[src/include/acs_regs.svh]
// register offsets, fields, resets and counts of the conversion sequencer
`ifndef ACS_REGS_SVH
`define ACS_REGS_SVH
`define ACS_OFS_CTRL0     8'h00
`define ACS_OFS_CTRL1     8'h04
`define ACS_OFS_RESH      8'h08
`define ACS_OFS_RESL      8'h0c
`define ACS_OFS_IRQ       8'h10
`define ACS_C0_CHAN_LSB   0
`define ACS_C0_FMT_BIT    4
`define ACS_C0_EN_BIT     5
`define ACS_C0_BUSY_BIT   6
`define ACS_C0_START_BIT  7
`define ACS_C1_CLK_LSB    0
`define ACS_C1_REF_LSB    3
`define ACS_C1_SRC_LSB    5
`define ACS_IRQ_GIE_BIT   0
`define ACS_IRQ_CIE_BIT   1
`define ACS_IRQ_REQ_BIT   2
`define ACS_RST_CTRL0     8'h00
`define ACS_RST_CTRL1     8'h00
`define ACS_SAMPLE_TICKS  4'h4
`define ACS_CONV_TICKS    4'hc
`define ACS_TOTAL_TICKS   5'h10
`define ACS_RES_MSB_SEED  12'h800
`define ACS_SRC_EXTERNAL  3'h0
`define ACS_REF_VDD       2'h1
`endif

[src/include/acs_pkg.sv]
// types of the conversion sequencer
package acs_pkg;
  typedef enum logic [1:0] {
    ACS_IDLE    = 2'b00,
    ACS_SAMPLE  = 2'b01,
    ACS_CONVERT = 2'b10
  } acs_state_t;
endpackage : acs_pkg

[src/acs_sequencer.sv]
// wishbone controlled successive approximation conversion sequencer
// How it works
// - each result takes 4 sample ticks then 12 convert ticks, 16 total
// - conversion runs by itself; bus stays served throughout
// - start bit low-high-low: high resets converter, fall launches conversion
// - busy flag high during conversion, low once it ends
// - after busy falls result reads as high and low byte registers
// - busy flag readable in control register 0 for polling
// - clock code divides system clock by 1 up to 128 in powers of two
// - enable bit powers converter up; needed before any conversion
// - enable low switches converter off and aborts work
// - source field selects external channel or internal signal
// - external channel field routes chosen channel when source is external
// - two bit field chooses reference source
// - code 01 selects supply reference, other codes external pin
// - format bit sets alignment of result across byte registers
// - interrupt output only when global and converter enables both set
// - completion sets request flag; software clears it
// - result is 12 bits, full scale fff, seeded from msb
//
// The register offsets and the Wishbone register port are this design's own decisions.
`include "acs_regs.svh"
module acs_sequencer
  import acs_pkg::*;
(
  input  wire logic        clk_i,
  input  wire logic        rst_i,
  input  wire logic        wb_cyc_i,
  input  wire logic        wb_stb_i,
  input  wire logic        wb_we_i,
  input  wire logic [7:0]  wb_adr_i,
  input  wire logic [3:0]  wb_sel_i,
  input  wire logic [31:0] wb_dat_i,
  output logic      [31:0] wb_dat_o,
  output logic             wb_ack_o,
  input  wire logic        comp_i,
  output logic             power_o,
  output logic             sample_o,
  output logic      [11:0] dac_code_o,
  output logic      [2:0]  source_o,
  output logic      [3:0]  channel_o,
  output logic             channel_en_o,
  output logic             ref_vdd_o,
  output logic             irq_o
);

  // address match for one register
  function automatic logic hit(input logic [7:0] adr, input logic [7:0] ofs);
    hit = (adr[7:2] == ofs[7:2]);
  endfunction : hit

  // place the 12-bit result in the 16-bit byte pair
  function automatic logic [15:0] align(input logic [11:0] r, input logic f);
    align = f ? {4'h0, r} : {r, 4'h0};
  endfunction : align

  logic [3:0]  chan_reg;
  logic        fmt_reg;
  logic        en_reg;
  logic        start_reg;
  logic        start_prev_reg;
  logic [2:0]  clk_sel_reg;
  logic [1:0]  ref_reg;
  logic [2:0]  src_reg;
  logic        gie_reg;
  logic        cie_reg;
  logic        req_reg;
  logic        busy_reg;
  logic [11:0] res_reg;
  logic [11:0] sar_reg;
  logic [11:0] sar_next;
  logic [3:0]  cnt_reg;
  logic [6:0]  div_reg;
  logic [6:0]  div_mask;
  logic        tick;
  logic        wr;
  logic        rd_req;
  logic        start_rise;
  logic        start_fall;
  logic        launch;
  logic        done;
  logic [3:0]  bidx;
  logic [15:0] res_al;
  acs_state_t  state_reg;

  // bus strobes: one ack per request
  assign rd_req = wb_cyc_i && wb_stb_i && !wb_ack_o;
  assign wr     = rd_req && wb_we_i && wb_sel_i[0];

  // start bit edges
  assign start_rise = start_reg && !start_prev_reg;
  assign start_fall = !start_reg && start_prev_reg;
  assign launch = start_fall && en_reg;

  // mask of 2^code - 1 gives the divide ratio
  assign div_mask = 7'((8'h01 << clk_sel_reg) - 8'h01);
  assign tick     = ((div_reg & div_mask) == div_mask);

  // last convert tick ends the conversion
  assign done = (state_reg == ACS_CONVERT) && tick
             && (cnt_reg == `ACS_CONV_TICKS - 4'h1);
  assign bidx = 4'(4'hb - cnt_reg);
  assign res_al = align(res_reg, fmt_reg);

  // one trial bit per convert tick, msb first
  generate
    for (genvar i = 0; i < 12; i++)
    begin : g_sar
      assign sar_next[i] = (bidx == 4'(i)) ? comp_i
                         : ((bidx != 4'h0) && (bidx - 4'h1 == 4'(i))) ? 1'b1
                         : sar_reg[i];
    end
  endgenerate

  // control register 0
  always_ff @(posedge clk_i)
  begin
    if (rst_i)
    begin
      chan_reg  <= 4'(`ACS_RST_CTRL0);
      fmt_reg   <= 1'b0;
      en_reg    <= 1'b0;
      start_reg <= 1'b0;
    end
    else if (wr && hit(wb_adr_i, `ACS_OFS_CTRL0))
    begin
      chan_reg  <= wb_dat_i[`ACS_C0_CHAN_LSB +: 4];
      fmt_reg   <= wb_dat_i[`ACS_C0_FMT_BIT];
      en_reg    <= wb_dat_i[`ACS_C0_EN_BIT];
      start_reg <= wb_dat_i[`ACS_C0_START_BIT];
    end
  end

  // control register 1
  always_ff @(posedge clk_i)
  begin
    if (rst_i)
    begin
      clk_sel_reg <= 3'h0;
      ref_reg     <= 2'h0;
      src_reg     <= 3'h0;
    end
    // clock code is software's to set
    else if (wr && hit(wb_adr_i, `ACS_OFS_CTRL1))
    begin
      clk_sel_reg <= wb_dat_i[`ACS_C1_CLK_LSB +: 3];
      ref_reg     <= wb_dat_i[`ACS_C1_REF_LSB +: 2];
      src_reg     <= wb_dat_i[`ACS_C1_SRC_LSB +: 3];
    end
  end

  // interrupt enables and request flag
  always_ff @(posedge clk_i)
  begin
    if (rst_i)
    begin
      gie_reg <= 1'b0;
      cie_reg <= 1'b0;
      req_reg <= 1'b0;
    end
    else
    begin
      if (wr && hit(wb_adr_i, `ACS_OFS_IRQ))
      begin
        gie_reg <= wb_dat_i[`ACS_IRQ_GIE_BIT];
        cie_reg <= wb_dat_i[`ACS_IRQ_CIE_BIT];
        req_reg <= wb_dat_i[`ACS_IRQ_REQ_BIT];
      end
      // completion sets flag, wins over clear
      if (done && en_reg && !start_reg)
        req_reg <= 1'b1;
    end
  end

  // start edge history
  always_ff @(posedge clk_i)
  begin
    if (rst_i)
      start_prev_reg <= 1'b0;
    else
      start_prev_reg <= start_reg;
  end

  // conversion clock divider, realigned at launch
  always_ff @(posedge clk_i)
  begin
    if (rst_i || launch)
      div_reg <= 7'h00;
    else
      div_reg <= 7'(div_reg + 7'h01);
  end

  // sample and convert sequence
  always_ff @(posedge clk_i)
  begin
    if (rst_i)
    begin
      state_reg <= ACS_IDLE;
      cnt_reg   <= 4'h0;
      sar_reg   <= 12'h000;
      dac_code_o <= 12'h000;
      busy_reg  <= 1'b0;
    end
    else if (!en_reg)
    begin
      state_reg <= ACS_IDLE;
      busy_reg  <= 1'b0;
    end
    else if (start_rise || start_reg)
    begin
      state_reg <= ACS_IDLE;
      busy_reg  <= 1'b0;
    end
    else if (launch)
    begin
      state_reg <= ACS_SAMPLE;
      cnt_reg   <= 4'h0;
      busy_reg  <= 1'b1;
    end
    else if (tick)
    begin
      case (state_reg)
        ACS_SAMPLE:
        begin
          if (cnt_reg == `ACS_SAMPLE_TICKS - 4'h1)
          begin
            state_reg <= ACS_CONVERT;
            cnt_reg   <= 4'h0;
            sar_reg   <= `ACS_RES_MSB_SEED;
            // trial code moves with the register, comparator sees it next tick
            dac_code_o <= `ACS_RES_MSB_SEED;
          end
          else
            cnt_reg <= 4'(cnt_reg + 4'h1);
        end
        ACS_CONVERT:
        begin
          sar_reg <= sar_next;
          dac_code_o <= sar_next;
          cnt_reg <= 4'(cnt_reg + 4'h1);
          if (done)
          begin
            state_reg <= ACS_IDLE;
            busy_reg  <= 1'b0;
          end
        end
        ACS_IDLE:
          cnt_reg <= 4'h0;
        default:
          state_reg <= ACS_IDLE;
      endcase
    end
  end

  always_ff @(posedge clk_i)
  begin
    if (rst_i)
      res_reg <= 12'h000;
    else if (done && en_reg && !start_reg)
      res_reg <= sar_next;
  end

  // analog side controls
  always_ff @(posedge clk_i)
  begin
    if (rst_i)
    begin
      power_o      <= 1'b0;
      sample_o     <= 1'b0;
      source_o     <= 3'h0;
      channel_o    <= 4'h0;
      channel_en_o <= 1'b0;
      ref_vdd_o    <= 1'b0;
    end
    else
    begin
      power_o      <= en_reg;
      sample_o     <= (state_reg == ACS_SAMPLE);
      source_o     <= src_reg;
      // external channel only on external source
      channel_o    <= chan_reg;
      channel_en_o <= en_reg && (src_reg == `ACS_SRC_EXTERNAL);
      // only code 01 selects the supply
      ref_vdd_o    <= (ref_reg == `ACS_REF_VDD);
    end
  end

  always_ff @(posedge clk_i)
  begin
    if (rst_i)
      irq_o <= 1'b0;
    else
      irq_o <= req_reg && gie_reg && cie_reg;
  end

  // bus slave answers independent of conversion
  always_ff @(posedge clk_i)
  begin
    if (rst_i)
    begin
      wb_ack_o <= 1'b0;
      wb_dat_o <= 32'h0000_0000;
    end
    else
    begin
      wb_ack_o <= rd_req;
      wb_dat_o <= 32'h0000_0000;
      if (rd_req)
      begin
        // busy visible in control register 0
        if (hit(wb_adr_i, `ACS_OFS_CTRL0))
          wb_dat_o <= {24'h0, start_reg, busy_reg, en_reg, fmt_reg, chan_reg};
        else if (hit(wb_adr_i, `ACS_OFS_CTRL1))
          wb_dat_o <= {24'h0, src_reg, ref_reg, clk_sel_reg};
        else if (hit(wb_adr_i, `ACS_OFS_RESH))
          wb_dat_o <= {24'h0, res_al[15:8]};
        else if (hit(wb_adr_i, `ACS_OFS_RESL))
          wb_dat_o <= {24'h0, res_al[7:0]};
        else if (hit(wb_adr_i, `ACS_OFS_IRQ))
          wb_dat_o <= {29'h0, req_reg, cie_reg, gie_reg};
      end
    end
  end

  // helper: ticks seen since launch
  logic [4:0] tick_cnt;
  logic       irq_cond;
  assign irq_cond = req_reg && gie_reg && cie_reg;

  always_ff @(posedge clk_i)
  begin
    if (rst_i || launch)
      tick_cnt <= 5'h00;
    else if (busy_reg && tick)
      tick_cnt <= 5'(tick_cnt + 5'h01);
  end

  // checks on sequence, divider, power and interrupt
  a_total_ticks: assert property (@(posedge clk_i) disable iff (rst_i)
    done && en_reg && !start_reg |-> tick_cnt == `ACS_TOTAL_TICKS - 5'h01)
    else $error("conversion did not take 16 ticks");

  a_sample_span: assert property (@(posedge clk_i) disable iff (rst_i)
    state_reg == ACS_SAMPLE && tick && cnt_reg == 4'h3 && en_reg
    && !start_reg |=> state_reg == ACS_CONVERT)
    else $error("sampling did not end after four ticks");

  a_busy_launch: assert property (@(posedge clk_i) disable iff (rst_i)
    launch |=> busy_reg && state_reg == ACS_SAMPLE)
    else $error("busy not raised at launch");

  a_rise_abort: assert property (@(posedge clk_i) disable iff (rst_i)
    start_rise |=> !busy_reg ##1 !busy_reg)
    else $error("start high did not reset converter");

  a_off_idle: assert property (@(posedge clk_i) disable iff (rst_i)
    start_fall && !en_reg |=> !busy_reg)
    else $error("start while disabled began a conversion");

  a_power_off: assert property (@(posedge clk_i) disable iff (rst_i)
    !en_reg |=> !busy_reg && !power_o)
    else $error("converter stayed active while disabled");

  a_div_full: assert property (@(posedge clk_i) disable iff (rst_i)
    clk_sel_reg == 3'h7 && tick |-> div_reg == 7'h7f)
    else $error("divide by 128 ticked early");

  a_div_unity: assert property (@(posedge clk_i) disable iff (rst_i)
    clk_sel_reg == 3'h0 |-> tick)
    else $error("divide by 1 missed a tick");

  a_irq_gate: assert property (@(posedge clk_i) disable iff (rst_i)
    ##1 irq_o == $past(irq_cond))
    else $error("interrupt not gated by both enables");

  a_done_flag: assert property (@(posedge clk_i) disable iff (rst_i)
    done && en_reg && !start_reg |=> req_reg)
    else $error("completion did not set request");

  a_ref_code: assert property (@(posedge clk_i) disable iff (rst_i)
    ##1 ref_vdd_o == ($past(ref_reg) == 2'h1))
    else $error("reference select decoded wrongly");

  c_launch: cover property (@(posedge clk_i) disable iff (rst_i) launch);
  c_done: cover property (@(posedge clk_i) disable iff (rst_i) done ##1 !busy_reg);
  c_abort: cover property (@(posedge clk_i) disable iff (rst_i) busy_reg && start_rise);
  c_irq: cover property (@(posedge clk_i) disable iff (rst_i) $rose(irq_o));

endmodule : acs_sequencer

[config.mk]
export PLATFORM = sky130hd
export DESIGN_NAME = acs_sequencer
export DESIGN_NICKNAME = d
export VERILOG_FILES = /design/src/include/acs_pkg.sv /design/src/acs_sequencer.sv
export VERILOG_INCLUDE_DIRS = /design/src /design/src/include
export SDC_FILE = /design/constraint.sdc
export NUM_CORES = 1
export LEC_CHECK = 0
export BUFFER_PORTS_ARGS = -buffer_cell sky130_fd_sc_hd__buf_2
export CORE_MARGIN = 1
export CORE_UTILIZATION = 30
export DETAILED_ROUTE_END_ITERATION = 10
export GPL_TIMING_DRIVEN = 0
export SYNTH_ARGS = -nofsm -noshare
export SYNTH_HDL_FRONTEND = slang
export SYNTH_SLANG_ARGS = --single-unit
export TNS_END_PERCENT = 30
[constraint.sdc]
create_clock -name clk_i -period 2.6 [get_ports clk_i]
set_input_delay 0.52 -clock clk_i [delete_from_list [all_inputs] [get_ports clk_i]]
set_output_delay 0.52 -clock clk_i [all_outputs]
set_load 0.02 [all_outputs]
==> flow_summary.ini, run 1 <==
[die]
die-area_um2 = 13800
die_w_um = 118
num_rows = 41
core_area_um2 = 12800
start_util = 0.313
io_pins = 107
die_h_um = 118

[synth]
yosys_warnings = 0
async_reset_ff_frac = 0
muxShareOfSynthArea = 0.0424
ys_seq_area_frac = 0.389
synth-xor-area-share = 0.0109
synth_edf_count = 0
post_synth.cell_area_avg_um2 = 8.45
synthAdderAreaFrac = 0.0343
synth_compound_area_frac = 0.242
yosysUniqueCellTypes = 54
synth_largest_area_cell = dfxtp_1
ys_ff_latch = 78
synth_top_family_by_area = compound AO/OA/AOI/OAI gates
netlist_instances = 475
yosys.area_share.simple = 0.194
synthFlopType = dfxtp_1
yosysTopAreaCellShare = 0.389
synth_area_leaders = dfxtp_1 (39%), buf_4 (4.5%), mux2i_1 (4.2%)
synth_area_um2 = 4010

[detailed_routing]
ant_nets = 0
drt_wl_total_um = 10800
drt_iter0_markers = 275
drc_errors = 0
wl_per_cell_um = 14.7
firstDrtPassIters = 4
avgViaCountPerCell = 4.88
via_count = 3598

[final_layout]
num-fill-cells = 1302
final_nets = 621
post-route-util = 0.388
layout_commonest_cell = dfxtp_1
final_cell_mix = dfxtp_1 (78), buf_2 (54), nand2_1 (43), nor2_1 (41), a21oi_1 (31)
final_area_um2 = 4980
multi_input_area_um2 = 2240
seq_area_um2 = 1560
syn_to_final_growth_pct = 24.0
layout-drive-gt1-share = 0.191
final_cells = 737
antennaDiodeCount = 0

[worst_setup_path]
crit_type = register to register
cp_max_fo = 10
crit_required_ps = 2820
startpoint_type = register
critPathArrivalTime_ps = 2600
worst_setup_path_end_kind = register

[power]
power.switching_uw = 603
power_switching_share = 0.211
internal_power_mw = 2.25
power_density_nw_per_um2 = 573
clkPwrFrac = 0.523
power_mw = 2.85
combPwrFrac = 0.054
pwr-share-seq = 0.423
peakVddDrop_v = 0.000299
p_leak_nw = 1.93

[clock_tree]
cts_setup_buffers = 0
cts_sinks = 78
cts_tree = yes
cts_made_buffers = 9
htree_levels = 3
cts_buffer_depth = 2
cts-root-buf = clkbuf_16
clk_latency_ps = 340
path_clk_slew_ps = 60

[timing]
fin_crit_sh = 0.918
hold_viol_final = 0
maxSlewHeadroom = 0.594
slew_violations = 0
period_minus_slack_ps = 2390
setup_viol = 0
tightestPinTransition_ps = 603
fin_worst_skew_ps = 5.19
finalSetupTns_ps = 0
fmax_mhz = 419
rsz0062_at_grt = no

[global_routing]
grt_pass1_wl_um = 17800
track_usage = 0.161
grt_start_max_net_pins = 14
antenna_found_initial = 0
grt_pass1_vias = 3445
overflow = 0

[placed_design]
dpl_cell_area_um2 = 4580
gp_congestion = 0.878
place_inst = 722
hpwl_um = 8230
io_buffer_count = 52

[flow_run]
drv_cap = 0

[min_path]
min_path_type = primary input to register

[outcome]
status = finished clean
cell families (layout without fill, tap and decap cells):
kind of cell               after synthesis  after routing
xor gates and xnor gates                 5              5
other                                    1             24
DFF                                     78             78
muxes                                   17             17
adders and majority gates               11             11
buffers and inverters                   68            135
and+or+nand+nor                        157            157
AOI/OAI and AO/OA                      138            138
layer usage:
layer	GRT usage	up-vias	part of all wire	wire length (um)
met5	0	-	0	0
met4	0.0817	0	0.030	323
met3	0.0392	26	0.044	478
met2	0.260	93	0.47	5130
met1	0.198	1656	0.45	4900
li1	-	1823	-	-
metrics by stage:
| step | worst slack (ps) | hold WS [ps] |
|---|---|---|
| CTS | 7.75 | 409 |
| detailed placement | -233 | 457 |
| finish | 212 | 419 |
| global placement | -173 | 467 |
| floorplan | 357 | 421 |
| global route | 3.02 | 429 |
critical path, stage by stage (launching register included):
cell and delay (ps):
dfxtp_1 320, clkbuf_1 190, inv_1 120, ha_2 290, nand2_1 140, or3_1 420
nor3_4 270, a21oi_1 130, clkbuf_2 230, o2bb2ai_1 150
what timing repair did:
action,in CTS,in global routing
hold buffers,0,0
pin swaps,0,0
cloned,0,0
endpoints found under the setup margin,21,23
gates resized for setup,5,11
power groups by stage:
stage	clock (mW)	sequential (mW)	combinational, mW
finish	1.49	1.21	0.153
floorplan	0	1.23	0.109
CTS	1.52	1.21	0.152
global placement	0	1.23	0.150
detailed placement	0	1.23	0.151
global route	1.58	1.21	0.166
cells in the mapped netlist (all sizes together), types with 4 or more instances:
library cell and count:
and3 4, a22oi 10, a21oi 31, buf 27
o31ai 4, a21boi 8, nor2 42, a311oi 4
o211ai 4, a21o 6, dfxtp 78, or3 4
and2 5, a221o 6, ha 11, nand2b 9
nand2 43, clkbuf 25, o22ai 4, inv 16
o2bb2ai 13, o21ai 19, mux2i 17, nor2b 24
nand3 9, o32ai 6
layout make-up:
| cell class | instances | area share |
|---|---|---|
| buffer | 51 | 0.0578 |
| clock buffer | 11 | 0.0508 |
| clock inverter | 5 | 0.0209 |
| inverter | 16 | 0.0121 |
| multi-input combinational | 352 | 0.449 |
| sequential | 78 | 0.314 |
| tap | 172 | 0.0432 |
| timing repair buffer | 52 | 0.0523 |
final timing paths:
kind | start | end | slack, ps | cells after the start
max reg2reg | cnt_reg[2] | res_reg[9] | 210 | 9
min reg2reg | ref_reg[1] | ref_vdd_o | 470 | 1
min | wb_dat_i[6] | src_reg[1] | 420 | 3
max | cnt_reg[2] | res_reg[9] | 210 | 9
(Power assumes the default switching activity.)
==> inputs of run 2 (changes only) <==
--- a/config.mk
+++ b/config.mk
@@ -8,9 +8,10 @@
 export LEC_CHECK = 0
 export BUFFER_PORTS_ARGS = -buffer_cell sky130_fd_sc_hd__buf_2
 export CORE_MARGIN = 1
-export CORE_UTILIZATION = 30
+export CORE_UTILIZATION = 53
 export DETAILED_ROUTE_END_ITERATION = 10
 export GPL_TIMING_DRIVEN = 0
+export PLACE_DENSITY = 0.8
 export SYNTH_ARGS = -nofsm -noshare
 export SYNTH_HDL_FRONTEND = slang
 export SYNTH_SLANG_ARGS = --single-unit
==> run 2 against run 1 <==
Against the previous run: utilization is 26 points higher; combinational power is essentially flat; hold slack worse by 13 ps; wire length down 6.8%; sequential power about the same; largest power group is now sequential cells.
==> flow_summary.ini, run 2 (synthesized netlist as in run 1, its figures left out) <==
[detailed_routing]
wl_per_cell_um = 15.2
via_count = 3747
firstDrtPassIters = 5
ant_nets = 0
drt_iter0_markers = 314
met1_length_um = 4420
met2_length_um = 4780
avgViaCountPerCell = 5.65
drt_wl_total_um = 10100
highest_layer = met4
route.met3.wl_um = 761
drc_errors = 0

[worst_setup_path]
critPathTopFamily = compound AO/OA/AOI/OAI gates
critPathArrivalTime_ps = 2730
cp_num_buf_inv = 1
crit_type = register to register
critPathMaxStageDelay_ps = 550
crit_chain = ha_1 > clkbuf_2 > a21boi_0 > a22oi_1 > nand3_1 > a31o_2 > o32ai_1
startpoint_type = register
crit_required_ps = 2880
cp_max_fo = 10
worst_setup_path_end_kind = register
critPathSlowestCell = dfxtp_1

[timing]
period_minus_slack_ps = 2450
slew_violations = 0
fin_crit_sh = 0.943
fin_worst_skew_ps = 9.08
timing.hold.ws_ps = 406
rsz0062_at_grt = no
maxSlewHeadroom = 0.564
hold_viol_final = 0
finalSetupTns_ps = 0
fmax_mhz = 408
tightestPinTransition_ps = 648
setup_viol = 0

[final_layout]
num-fill-cells = 655
syn_to_final_growth_pct = 17.1
final_nets = 620
layout_commonest_cell = dfxtp_1
post-route-util = 0.645
final_area_um2 = 4700
final_cell_mix = dfxtp_1 (78), buf_2 (54), nand2_1 (43), nor2_1 (41), a21oi_1 (31)
antennaDiodeCount = 0
multi_input_area_um2 = 2210
layout-drive-gt1-share = 0.181
seq_area_um2 = 1560

[global_routing]
track_usage = 0.257
grt_start_max_net_pins = 16
antenna_found_initial = 0
grt_pass1_vias = 3199
grt_pass1_wl_um = 15500
overflow = 0

[placed_design]
dpl_cell_area_um2 = 4480
gp_congestion = 0.929
hpwl_um = 7480
io_buffer_count = 52

[power]
power_density_nw_per_um2 = 492
internal_power_mw = 1.71
p_leak_nw = 1.85
pwr-share-seq = 0.520
clkPwrFrac = 0.415
combPwrFrac = 0.065
power_switching_share = 0.261
power.switching_uw = 603
peakVddDrop_v = 0.000322

[die]
num_rows = 31
die_w_um = 89.0
start_util = 0.550
io_pins = 107
core_area_um2 = 7290
die-area_um2 = 7930
die_h_um = 89.0

[clock_tree]
path_clk_slew_ps = 90
clk_latency_ps = 360
postCtsHoldBufs = 0
htree_levels = 3
cts-root-buf = clkbuf_8
cts_tree = yes
cts_buffer_depth = 2
cts_made_buffers = 9
cts_sinks = 78
cts_setup_buffers = 0

[outcome]
status = finished clean

[flow_run]
drv_cap = 0

[min_path]
min_path_type = primary input to register
## run 2: worst paths after layout
path / from / endpoint / slack [ps] / depth (start not counted)
max: cnt_reg[1] / sar_reg[3] / 150 / 7
min: wb_dat_i[7] / start_reg / 410 / 3
max reg2reg: cnt_reg[1] / sar_reg[3] / 150 / 7
min reg2reg: ref_reg[1] / ref_vdd_o / 470 / 1
## run 2: routing by layer
metal	track usage	vias up
met5	0	-
met4	0.0592	0
met3	0.0683	19
met2	0.425	161
met1	0.337	1754
li1	-	1813
## run 2: repair_timing
item	in CTS	in global routing
cloned	0	0
resized for setup	1	7
endpoints found under the setup margin	19	21
## run 2: area by class of cell
type                    count  share of cell area
well taps                  99              0.0264
inverters                  16              0.0128
clock buffers               9              0.0264
repair buffers             52              0.0554
plain buffers              50              0.0599
multi-input cells         352               0.470
clock inverters             7              0.0170
flip-flops and latches     78               0.332
## run 2: power groups by stage
stage          sequential [mW]  clock, mW  combinational [mW]
6_report                  1.20      0.960               0.151
5_1_grt                   1.21       1.02               0.164
3_5_place_dp              1.23          0               0.148
2_1_floorplan             1.23          0               0.109
3_3_place_gp              1.23          0               0.147
4_1_cts                   1.20      0.972               0.148
## run 2: worst min-delay path, delay by kind of cell
family / cells / cell delay [ps]
and+or+nand+nor: 1 / 50
AOI/OAI and AO/OA: 1 / 50
buffers and inverters: 1 / 110
## run 2: metrics by stage
stage / power, mW / setup slack, ps / instances
after detailed placement: 1.38 / -146 / 649
after global placement: 1.38 / -84.3 / 649
after CTS: 2.32 / 23.6 / 663
final: 2.32 / 147 / 663
after floorplan: 1.34 / 357 / 498
after global routing: 2.39 / 4.31 / 663
==> inputs of run 3 (changes only) <==
--- a/config.mk
+++ b/config.mk
@@ -8,10 +8,11 @@
 export LEC_CHECK = 0
 export BUFFER_PORTS_ARGS = -buffer_cell sky130_fd_sc_hd__buf_2
 export CORE_MARGIN = 1
-export CORE_UTILIZATION = 53
+export CORE_UTILIZATION = 55
+export CTS_BUF_LIST = sky130_fd_sc_hd__clkbuf_8
 export DETAILED_ROUTE_END_ITERATION = 10
 export GPL_TIMING_DRIVEN = 0
-export PLACE_DENSITY = 0.8
+export PLACE_DENSITY = 0.83
 export SYNTH_ARGS = -nofsm -noshare
 export SYNTH_HDL_FRONTEND = slang
 export SYNTH_SLANG_ARGS = --single-unit
==> run 3 against run 2 <==
Against the previous run: sequential share of layout area fell by 0.071 points; wire length fell by 2.1%; count of clock-buffer cells in the layout did not move; critical path depth did not move; hold slack got worse by 5.3 ps; combinational power barely moved; first-iteration DRC count fell by 17%; power fell by 0.27%; clock skew fell by 1.1 ps; maximum frequency rose by 0.13%; critical path type unchanged; largest power group unchanged; highest routed layer unchanged.
==> flow_summary.ini, run 3 (synthesized netlist as in run 1, its figures left out) <==
[timing]
fmax_mhz = 408
tightestPinTransition_ps = 578
fin_worst_skew_ps = 7.95
period_minus_slack_ps = 2450
slew_violations = 0
rsz0062_at_grt = no
hold_viol_final = 0
maxSlewHeadroom = 0.613
setup_viol = 0
finalWorstSetupSlack_ps = 151
fin_crit_sh = 0.942

[global_routing]
grt_start_max_net_pins = 16
overflow = 0
grt_pass1_wl_um = 15700
antenna_found_initial = 0
track_usage = 0.264
grt_pass1_vias = 3335

[detailed_routing]
ant_nets = 0
via_count = 3769
drt_wl_total_um = 9880
avgViaCountPerCell = 5.70
drt_iter0_markers = 261
firstDrtPassIters = 4
wl_per_cell_um = 14.9
drc_errors = 0

[placed_design]
dp_slack_ps = -232
gp_congestion = 0.934
place_inst = 646
io_buffer_count = 52
hpwl_um = 7410

[flow_run]
drv_cap = 0

[clock_tree]
clk_latency_ps = 360
cts-root-buf = clkbuf_8
cts_sinks = 78
htree_levels = 3
cts_setup_buffers = 0
cts_buffer_depth = 2
path_clk_slew_ps = 90
cts_made_buffers = 9
cts_tree = yes

[final_layout]
final_nets = 621
layout_commonest_cell = dfxtp_1
syn_to_final_growth_pct = 17.4
final_cells = 661
final_cell_mix = dfxtp_1 (78), buf_2 (54), nand2_1 (43), nor2_1 (41), a21oi_1 (31)
layout-drive-gt1-share = 0.182
antennaDiodeCount = 0
post-route-util = 0.682
num-fill-cells = 594
seq_area_um2 = 1560
multi_input_area_um2 = 2220

[worst_setup_path]
startpoint_type = register
worst_setup_path_end_kind = register
cp_max_fo = 10
crit_required_ps = 2870
crit_type = register to register
reg2reg_slack_ps = 150
reg2reg_from = cnt_reg[1]
r2r_end = sar_reg[3]
setup.worst_path.end = sar_reg[3]
startpoint = cnt_reg[1]
critPathArrivalTime_ps = 2720
reg2reg_depth = 7

[power]
clkPwrFrac = 0.412
power_switching_share = 0.258
power_density_nw_per_um2 = 490
pwr-share-seq = 0.522
p_leak_nw = 1.86
power.switching_uw = 596
combPwrFrac = 0.066
internal_power_mw = 1.71
peakVddDrop_v = 0.000264

[die]
die-area_um2 = 7640
die_h_um = 87.4
start_util = 0.581
die_w_um = 87.4
io_pins = 107
core_area_um2 = 6910
num_rows = 30

[outcome]
status = finished clean

[min_path]
min_path_type = primary input to register
## run 3: changes by cell type in the layout (fill, tap and decap cells not counted), sizes merged
cell      previous run  this run
inv                 19        20
clkbuf              32        33
clkinvlp             1         0
## run 3: metrics by stage
step	hold slack (ps)	cell area [um2]	TNS (ps)	total power, mW
CTS	402	4690	0	2.30
finish	400	4710	0	2.31
global route	425	4710	0	2.38
global placement	459	4480	-1370	1.38
detailed placement	460	4480	-3200	1.38
floorplan	421	4100	0	1.34
## run 3: power by group through the flow
| stage | Combinational [mW] | Clock, mW | Sequential [mW] |
|---|---|---|---|
| global route | 0.166 | 1.01 | 1.20 |
| detailed placement | 0.149 | 0 | 1.23 |
| finish | 0.153 | 0.952 | 1.20 |
| global placement | 0.146 | 0 | 1.23 |
| floorplan | 0.109 | 0 | 1.23 |
| CTS | 0.149 | 0.947 | 1.20 |
## run 3: per-layer routing
layer	GRT usage	vias up	part of all wire
met5	0	-	0
met4	0.110	0	0.016
met3	0.0389	15	0.054
met2	0.437	145	0.48
met1	0.344	1786	0.45
li1	-	1823	-
## run 3: cell type report
cell class | instances | share of cell area
buffer | 51 | 0.0611
clock buffer | 9 | 0.0263
clock inverter | 7 | 0.0167
inverter | 16 | 0.0127
multi-input combinational | 352 | 0.471
sequential | 78 | 0.331
tap | 96 | 0.0255
timing repair buffer | 52 | 0.0552
## run 3: how the worst min path moves through the flow
| stage | startpoint | to | cells after the start |
|---|---|---|---|
| 2_1_floorplan | ref_reg[1] | ref_vdd_o | 1 |
| 3_3_place_gp | ref_reg[1] | ref_vdd_o | 1 |
| 3_5_place_dp | res_reg[3] | res_reg[3] | 1 |
| 4_1_cts | wb_dat_i[6] | src_reg[1] | 3 |
| 5_1_grt | wb_dat_i[7] | start_reg | 3 |
| 6_report | wb_dat_i[6] | src_reg[1] | 3 |
## run 3: repair_timing
action,CTS,global route
setup endpoints to repair,21,20
gates resized for setup,4,8
hold buffers,0,0
## run 3: worst max-delay path, stage by stage (launching register included)
cell and delay [ps]:
dfxtp_1 530, ha_1 370, clkbuf_2 280, a21boi_0 130, a22oi_1 470, nand3_1 170
a31o_2 290, o32ai_1 130
